<file path="src/shared/fault_status_defines.vh">
// Constants for the latched fault/warning status register bank.
// Assumes a byte-wide command/data port from the bus interface logic.
// Function
// - Output overvoltage fault latched in bit 7, masked per source by extension mask.
// - Output overvoltage warning latched in bit 6, mask covers fixed and tracking.
// - Output undervoltage warning bit 5, undervoltage fault bit 4, read 1 once seen.
// - Setpoint clamp latched in bit 3, turn-on timeout in bit 2.
// - Unsupported bit positions are read-only and read zero, except the live input-off bit 3.
// - Flags clear on global clear-faults or on writing 1 to their bit.
// - Current, input, temperature status at codes 7Bh, 7Ch, 7Dh, byte access.
// - Overcurrent fault bit 7, overcurrent warning bit 5, undercurrent fault bit 4.
// - Input overvoltage fault bit 7, input overvoltage warning bit 6.
// - Input undervoltage warning latched in bit 5 and may raise the alert.
// - Input bit 3 is live: 0 when input on, 1 when off.
// - Input-off set when input below turn-on or aux supply low; never alerts.
// - Input-off asserted after reset without raising the alert.
// - Input undervoltage warning suppressed until input first exceeds turn-on threshold.
// - Overtemperature fault bit 7, warning bit 6, other six bits zero.
// - Every alert-capable bit has a mask bit; alert only for unmasked events.
// - Output-voltage status served at code 7Ah with byte read and write.
// - Summary bits are OR of each status register's flags, cleared with them.
`ifndef FAULT_STATUS_DEFINES_VH
`define FAULT_STATUS_DEFINES_VH
`define CMD_CLEAR_FAULTS 8'h03
`define CMD_ALERT_MASK 8'h1B
`define CMD_ALERT_MASK_EXT 8'hF0
`define CMD_OUT_VOLT_STATUS 8'h7A
`define CMD_OUT_CURR_STATUS 8'h7B
`define CMD_IN_VOLT_STATUS 8'h7C
`define CMD_TEMP_STATUS 8'h7D
`define OUT_VOLT_SUPPORTED 8'hFC
`define OUT_CURR_SUPPORTED 8'hB0
`define IN_VOLT_SUPPORTED 8'hE0
`define TEMP_SUPPORTED 8'hC0
`define LIVE_INPUT_OFF_BIT 3
`define STATUS_RESET 8'h00
`define MASK_RESET 8'h00
`define EXT_MASK_RESET 8'h00
`define IDX_OUT_VOLT 2'd0
`define IDX_OUT_CURR 2'd1
`define IDX_IN_VOLT 2'd2
`define IDX_TEMP 2'd3
`endif

</file>
<file path="src/hw/flag_byte.v">
// One byte of latched status flags with write-one-to-clear.
// Assumes event inputs are synchronous single-cycle or level detections.
`include "fault_status_defines.vh"
module flag_byte #(
   parameter [7:0] SUPPORTED = 8'hFF
) (
   input wire ref_clk,
   input wire rst,
   input wire [7:0] event_in,
   input wire [7:0] w1c_bits,
   input wire clear_all,
   output reg [7:0] flags_r
);
   wire [7:0] clr_bits;
   wire [7:0] flags_nxt;
   assign clr_bits = clear_all ? 8'hFF : w1c_bits;
   // Set wins over clear; unsupported bits held at zero
   assign flags_nxt = ((flags_r & ~clr_bits) | event_in) & SUPPORTED;
   // Flag register
   always @(posedge ref_clk)
   begin
      if (rst)
         flags_r <= `STATUS_RESET;
      else
         flags_r <= flags_nxt;
   end
endmodule

</file>
<file path="src/hw/status_reg_file.v">
// Small register memory holding the alert mask bytes, registered read.
// Assumes one write port and one read port on the same clock.
`include "fault_status_defines.vh"
module status_reg_file (
   input wire ref_clk,
   input wire rst,
   input wire wr_en,
   input wire wr_sel,
   input wire [7:0] wr_data,
   output reg [7:0] mask_r,
   output reg [7:0] ext_mask_r
);
   // Mask storage, both bytes readable directly
   always @(posedge ref_clk)
   begin
      if (rst)
      begin
         mask_r <= `MASK_RESET;
         ext_mask_r <= `EXT_MASK_RESET;
      end
      else if (wr_en)
      begin
         if (wr_sel)
            ext_mask_r <= wr_data;
         else
            mask_r <= wr_data;
      end
   end
endmodule

</file>
<file path="src/hw/fault_status_bank.v">
// Latched fault and warning status registers with byte command access and alert.
// Assumes a bus interface that presents decoded byte reads/writes as pulses.
`include "fault_status_defines.vh"
module fault_status_bank (
   input wire ref_clk,
   input wire rst,
   input wire [7:0] cmd_code,
   input wire cmd_wr,
   input wire cmd_rd,
   input wire [7:0] wr_data,
   input wire ov_fixed_fault,
   input wire ov_track_fault,
   input wire ov_prebias_fault,
   input wire ov_fixed_warn,
   input wire ov_track_warn,
   input wire out_uv_warn,
   input wire out_uv_fault,
   input wire setpoint_clamp,
   input wire turn_on_timeout,
   input wire oc_fault,
   input wire oc_warn,
   input wire uc_fault,
   input wire in_ov_fault,
   input wire in_ov_warn,
   input wire in_uv_warn,
   input wire power_input_rail_above_on,
   input wire aux_five_volt_supply_ok,
   input wire ot_fault,
   input wire ot_warn,
   output reg [7:0] rd_data_r,
   output reg rd_valid_r,
   output reg alert_r,
   output reg [3:0] summary_r
);
   localparam ST_IDLE = 2'b01;
   localparam ST_READ = 2'b10;
   reg [1:0] state_r;
   reg input_seen_on_r;
   reg [7:0] ov_ev;
   reg [7:0] oc_ev;
   reg [7:0] in_ev;
   reg [7:0] tp_ev;
   reg [7:0] rd_nxt;
   reg [1:0] alert_src_r;
   wire [7:0] ov_flags;
   wire [7:0] oc_flags;
   wire [7:0] in_flags;
   wire [7:0] tp_flags;
   wire [7:0] mask;
   wire [7:0] ext_mask;
   wire clear_all;
   wire input_off;
   wire [7:0] in_read;
   wire ov_src_unmasked;
   wire ovw_src_unmasked;
   wire alert_nxt;
   wire [31:0] w1c_all;

   // Command decode to register index, one bit per status byte
   function [3:0] sel_of;
      input [7:0] code;
      begin
         case (code)
            `CMD_OUT_VOLT_STATUS: sel_of = 4'h1;
            `CMD_OUT_CURR_STATUS: sel_of = 4'h2;
            `CMD_IN_VOLT_STATUS: sel_of = 4'h4;
            `CMD_TEMP_STATUS: sel_of = 4'h8;
            default: sel_of = 4'h0;
         endcase
      end
   endfunction

   assign clear_all = cmd_wr && (cmd_code == `CMD_CLEAR_FAULTS);
   assign input_off = ~power_input_rail_above_on | ~aux_five_volt_supply_ok;

   // Event bit placement per status byte
   always @*
   begin
      ov_ev = 8'h00;
      oc_ev = 8'h00;
      in_ev = 8'h00;
      tp_ev = 8'h00;
      ov_ev[7] = ov_fixed_fault | ov_track_fault | ov_prebias_fault;
      ov_ev[6] = ov_fixed_warn | ov_track_warn;
      ov_ev[5] = out_uv_warn;
      ov_ev[4] = out_uv_fault;
      ov_ev[3] = setpoint_clamp;
      ov_ev[2] = turn_on_timeout;
      oc_ev[7] = oc_fault;
      oc_ev[5] = oc_warn;
      oc_ev[4] = uc_fault;
      in_ev[7] = in_ov_fault;
      in_ev[6] = in_ov_warn;
      in_ev[5] = in_uv_warn & input_seen_on_r;
      tp_ev[7] = ot_fault;
      tp_ev[6] = ot_warn;
   end

   // Remembers the input having crossed the turn-on threshold once
   always @(posedge ref_clk)
   begin
      if (rst)
         input_seen_on_r <= 1'b0;
      else if (power_input_rail_above_on)
         input_seen_on_r <= 1'b1;
   end

   // Write-one-to-clear strobes, one byte per status register
   genvar g;
   generate
      for (g = 0; g < 4; g = g + 1)
      begin : w1c_gen
         assign w1c_all[g*8 +: 8] = (cmd_wr && sel_of(cmd_code) == (4'h1 << g)) ?
            wr_data : 8'h00;
      end
   endgenerate

   flag_byte #(.SUPPORTED(`OUT_VOLT_SUPPORTED)) u_out_volt (
      .ref_clk(ref_clk),
      .rst(rst),
      .event_in(ov_ev),
      .w1c_bits(w1c_all[7:0]),
      .clear_all(clear_all),
      .flags_r(ov_flags)
   );
   flag_byte #(.SUPPORTED(`OUT_CURR_SUPPORTED)) u_out_curr (
      .ref_clk(ref_clk),
      .rst(rst),
      .event_in(oc_ev),
      .w1c_bits(w1c_all[15:8]),
      .clear_all(clear_all),
      .flags_r(oc_flags)
   );
   flag_byte #(.SUPPORTED(`IN_VOLT_SUPPORTED)) u_in_volt (
      .ref_clk(ref_clk),
      .rst(rst),
      .event_in(in_ev),
      .w1c_bits(w1c_all[23:16]),
      .clear_all(clear_all),
      .flags_r(in_flags)
   );
   flag_byte #(.SUPPORTED(`TEMP_SUPPORTED)) u_temp (
      .ref_clk(ref_clk),
      .rst(rst),
      .event_in(tp_ev),
      .w1c_bits(w1c_all[31:24]),
      .clear_all(clear_all),
      .flags_r(tp_flags)
   );

   status_reg_file u_masks (
      .ref_clk(ref_clk),
      .rst(rst),
      .wr_en(cmd_wr && (cmd_code == `CMD_ALERT_MASK || cmd_code == `CMD_ALERT_MASK_EXT)),
      .wr_sel(cmd_code == `CMD_ALERT_MASK_EXT),
      .wr_data(wr_data),
      .mask_r(mask),
      .ext_mask_r(ext_mask)
   );

   // Live input-off bit merged into the input byte on read
   assign in_read = in_flags | ({7'h00, input_off} << `LIVE_INPUT_OFF_BIT);

   // Per-source alert gating for output overvoltage sources
   assign ov_src_unmasked = (ov_fixed_fault & ~ext_mask[0]) |
      (ov_track_fault & ~ext_mask[1]) | (ov_prebias_fault & ~ext_mask[2]);
   assign ovw_src_unmasked = (ov_fixed_warn & ~ext_mask[3]) |
      (ov_track_warn & ~ext_mask[4]);

   // Alert source latch for overvoltage, cleared with its flag
   always @(posedge ref_clk)
   begin
      if (rst)
         alert_src_r <= 2'h0;
      else
      begin
         alert_src_r[0] <= ov_src_unmasked | (alert_src_r[0] & ov_flags[7]);
         alert_src_r[1] <= ovw_src_unmasked | (alert_src_r[1] & ov_flags[6]);
      end
   end

   // Alert: every flag has a mask bit; live input-off never contributes
   assign alert_nxt = (alert_src_r[0] & ov_flags[7] & ~mask[7]) |
      (alert_src_r[1] & ov_flags[6] & ~mask[6]) |
      (|(ov_flags[5:2] & ~mask[5:2])) |
      (|(oc_flags & ~{mask[7], 1'b1, mask[5:4], 4'hF})) |
      (|(in_flags & ~{mask[7:5], 5'h1F})) |
      (|(tp_flags & ~{mask[7:6], 6'h3F}));

   // Read mux
   always @*
   begin
      case (sel_of(cmd_code))
         4'h1: rd_nxt = ov_flags;
         4'h2: rd_nxt = oc_flags;
         4'h4: rd_nxt = in_read;
         4'h8: rd_nxt = tp_flags;
         4'h0:
         begin
            if (cmd_code == `CMD_ALERT_MASK)
               rd_nxt = mask;
            else if (cmd_code == `CMD_ALERT_MASK_EXT)
               rd_nxt = ext_mask;
            else
               rd_nxt = 8'h00;
         end
         default: rd_nxt = 8'h00;
      endcase
   end

   // Read handshake state machine, one-cycle valid answer
   always @(posedge ref_clk)
   begin
      if (rst)
      begin
         state_r <= ST_IDLE;
         rd_data_r <= 8'h00;
         rd_valid_r <= 1'b0;
      end
      else
      begin
         case (state_r)
            ST_IDLE:
            begin
               rd_valid_r <= 1'b0;
               if (cmd_rd)
               begin
                  rd_data_r <= rd_nxt;
                  rd_valid_r <= 1'b1;
                  state_r <= ST_READ;
               end
            end
            ST_READ:
            begin
               rd_valid_r <= 1'b0;
               state_r <= ST_IDLE;
            end
            default:
            begin
               rd_valid_r <= 1'b0;
               state_r <= ST_IDLE;
            end
         endcase
      end
   end

   // Alert and summary outputs registered
   always @(posedge ref_clk)
   begin
      if (rst)
      begin
         alert_r <= 1'b0;
         summary_r <= 4'h0;
      end
      else
      begin
         alert_r <= alert_nxt;
         summary_r <= {|ov_flags, |oc_flags, |in_flags, |tp_flags};
      end
   end
endmodule

</file>
<file path="config.mk">
export PLATFORM = sky130hd
export DESIGN_NAME = fault_status_bank
export DESIGN_NICKNAME = d
export VERILOG_FILES = /design/src/hw/flag_byte.v /design/src/hw/status_reg_file.v /design/src/hw/fault_status_bank.v
export VERILOG_INCLUDE_DIRS = /design/src /design/src/shared
export SDC_FILE = /design/constraint.sdc
export NUM_CORES = 1
export LEC_CHECK = 0
export BUFFER_PORTS_ARGS = -buffer_cell sky130_fd_sc_hd__buf_2
export CORE_AREA = 2 2 73 75
export DETAILED_ROUTE_END_ITERATION = 10
export DIE_AREA = 0 0 75 77
export PLACE_DENSITY = 0.75
export SETUP_SLACK_MARGIN = 0.4
export SLEW_MARGIN = 30
export SYNTH_ARGS = -nofsm -noshare
export SYNTH_HDL_FRONTEND = slang
export SYNTH_SLANG_ARGS = --single-unit
</file>
<file path="constraint.sdc">
create_clock -name ref_clk -period 1.55 [get_ports ref_clk]
set_input_delay 0.0775 -clock ref_clk [delete_from_list [all_inputs] [get_ports ref_clk]]
set_output_delay 0.0775 -clock ref_clk [all_outputs]
set_load 0.05 [all_outputs]
</file>
==> results.md <==
- Outcome: finished clean
- Cell taking the most area after synthesis: dfxtp_1
- Synth Warn #: 0
- CP Capture Type: flop
- Avg Vias per Cell: 5.40
- Initial antenna violation count: 0
- Unique masters post-synth: 46
- Max transition margin: 70.5%
- CP peak stage delay: 0.45 ns
- Min-Delay Path Depth: 3
- Layout cells sized above 1: 36.0%
- Top FF cell, synth: dfxtp_1
- Worst skew pair latency: 0.30 ns
- Largest net degree at the start of global routing: 26
- Post-synthesis sequential area ratio: 44.9%
- Unrepaired setup endpoints after global routing: yes
- CTS buffer count: 5
- Row cnt: 26
- Buf+Inv Stages, Crit Path: 0
- CTS tree: done
- Avg Inst Size Synth: 8.51 µm²
- CTS Root Cell: clkbuf_8
- Drt drc: 0
- Worst Hold End: u_out_volt.flags_r[5]
- Worst Setup Path Type: flop to flop
- Area of the core: 4980 µm²
- Worst Skew: 0.00510 ns
- Fmax: 775 MHz
- Worst Tran Pin Value: between 0.4 and 0.5 ns
- Worst R2R End: rd_data_r[7]
- Post-synth net total: 296
- Maximum root-to-sink buffer count: 2
- Nets: between 300 and 400
- Die width: ~75 µm
- Multi-input gate area: 1180 µm²
- Placed instance count: 387
- Static Leak: 1.21 nW
- Area grow syn2layout: 37.0%
- Synth top area share: 44.9%
- Final Hold Fails: 0
- Setup TNS: 0 ns
- CP top delay family: compound AO/OA/AOI/OAI gates
- Final non-filler cell area: ~3000 µm²
- Sink Count: 49
- Cell Area, Synth: ~2200 µm²
- Sequential standard cell area: between 900 and 1000 µm²
- Power Dens Cells: approximately 860 nW/µm²
- Overall routed net length: 6.47 mm
- CP max FO: 2
- PnR Total Power: 2.56 mW
- Via Count: ~2200
- CP required: around 1.7 ns
- Crit Reg-Reg Startpoint: u_temp.flags_r[7]
- Critical-path cell list: mux2i_1 > o22ai_1 > a222oi_1 > a211oi_1
- Yosys reg bits: between 40 and 50
- Overall Global Routing Usage: 23.3%
- Crit-path slowest cell: a222oi_1
- Gr ovfl total: 0
- Peak VDD IR: 520 µV
- Final min period: 1.29 ns
- Count leader, synth: dfxtp_1
- Hold Crit Class: primary input to flop
- Crit share post-route: 83.2%
- Port bufs: 52
- Dpl hpwl: 4.65 mm
- Placed Area: 2650 µm²
- Gate Count Post-Synth: ~260
- Die height: 77 µm
- Reg2Reg Depth: 4
- Clock-pin slew on the worst setup and hold paths: 0.08 ns
- # diodes: 0
- H-tree depth: 2
- Slew Limit Fails: 0
- Async SR Flop Fraction: 0%
- Top cells by count, synth: dfxtp_1, nor2_1, nand2_1, a21oi_1, a31oi_1
- Initial DRC count: 126
- Vias in the first global route: 2106
- First-pass GRT wire length: approximately 10 mm
- 1st-pass router iterations: 5
- Routed WL per cell: 15.6 µm
- # setup viols final: 0
- Post-synth EDFFs: 0
- Final cell count without fillers: 414
- Gpl congestion: ~0.87
- Max_cap viols: 0
- IO Count: 53
- Critical path launch point type: flop
- ANT nets after route: 0
- Hold path start: out_uv_warn
- Die Area: approximately 5800 µm²
- Fillers: 470
- Reg-to-reg slack, setup: 0.26 ns
- WP data arrival: 1.47 ns
- Area contributors post-synth: dfxtp_1, nor2_1, nand2_1
- Starting density of the core: 43.9%
-- layout make-up --
cell class                      count  share of cell area, %
Timing Repair Buffer               94                   21.0
Multi-Input combinational cell    188                   39.5
Clock buffer                        7                   2.88
Tap cell                           70                   2.92
Sequential cell                    49                   32.9
Inverter                            6                  0.752
-- registers in the layout, summed over array words and instances, names as in the netlist --
register            count
u_out_curr.flags_r      3
rd_valid_r              1
u_temp.flags_r          2
alert_r                 1
input_seen_on_r         1
u_masks.mask_r          8
state_r                 2
u_in_volt.flags_r       3
u_out_volt.flags_r      6
summary_r               4
u_masks.ext_mask_r      8
alert_src_r             2
rd_data_r               8
-- through the flow --
stage	hold WS (ns)	utilization, %	worst slack (ns)
3_3_place_gp	0.288	53.2	0.0182
4_1_cts	0.00111	57.6	0.289
6_report	0.00566	60.2	0.260
3_5_place_dp	0.288	53.2	0.00549
5_1_grt	0.0261	60.2	0.213
2_1_floorplan	0.193	-	0.297
-- what timing repair did --
item / in CTS / in global routing
endpoints found under the hold margin: 10 / 1
gates resized for setup: 6 / 19
setup buffers: 3 / 6
hold buffers: 10 / 1
endpoints found under the setup margin: 7 / 28
pin swaps: 3 / 6
-- where the power goes --
part	internal, mW	switching, mW
sequential	1.32	0.0403
combinational	0.191	0.256
clock	0.355	0.405
total	1.86	0.701
-- worst min-delay path, cell delays in order --
cell and delay [ns]:
buf_2 0.07, a31oi_1 0.03, nor2_1 0.09
-- routing by layer --
metal / GRT usage, % / up-vias / wire length [µm]
met5: 0 / - / 0
met4: 7.86 / 0 / 184
met3: 4.20 / 22 / 460
met2: 37.1 / 96 / 3160
met1: 31.1 / 1037 / 2660
li1: - / 1082 / -
-- worst max-delay path by stage --
stage,startpoint,to,slack [ns],cells past startpoint
2_1_floorplan,cmd_code[2],u_in_volt.flags_r[7],0.30,6
3_3_place_gp,cmd_code[0],u_out_volt.flags_r[6],0.02,7
3_5_place_dp,cmd_code[0],u_out_volt.flags_r[6],0.005,7
4_1_cts,u_temp.flags_r[7],rd_data_r[7],0.29,4
5_1_grt,u_temp.flags_r[7],rd_data_r[7],0.21,4
6_report,u_temp.flags_r[7],rd_data_r[7],0.26,4
-- cell usage in the layout (no fill, tap or decap), types with 2 or more instances in the layout --
cell type	synthesis	routed
a31oi_1	13	13
dfxtp_2	0	5
a221oi_2	0	2
nand2_1	32	29
buf_2	2	52
clkbuf_8	0	6
buf_4	1	29
a2bb2oi_2	0	2
mux2i_1	11	10
buf_12	0	2
nand3_1	10	10
dlygate4sd3_1	0	11
nor4_2	0	2
nor2_1	47	46
a211oi_1	2	2
dfxtp_1	49	44
nor4_1	4	2
nor3_1	9	8
mux2_2	3	3
and4_4	0	2
a32oi_1	2	2
nand2b_1	4	4
inv_1	6	6
a21oi_1	15	15
nand2_2	0	3
-- cells by family (layout without fill, tap and decap cells) --
group	Yosys count	in the layout	share of synthesized area [%]
AND/OR/NAND/NOR	123	123	27.3
AO/OA/AOI/OAI	51	51	15.8
flip-flops	49	49	44.9
buffers and inverters	20	107	5.43
multiplexers	14	14	6.58
Power figures use the tool's default switching activity.
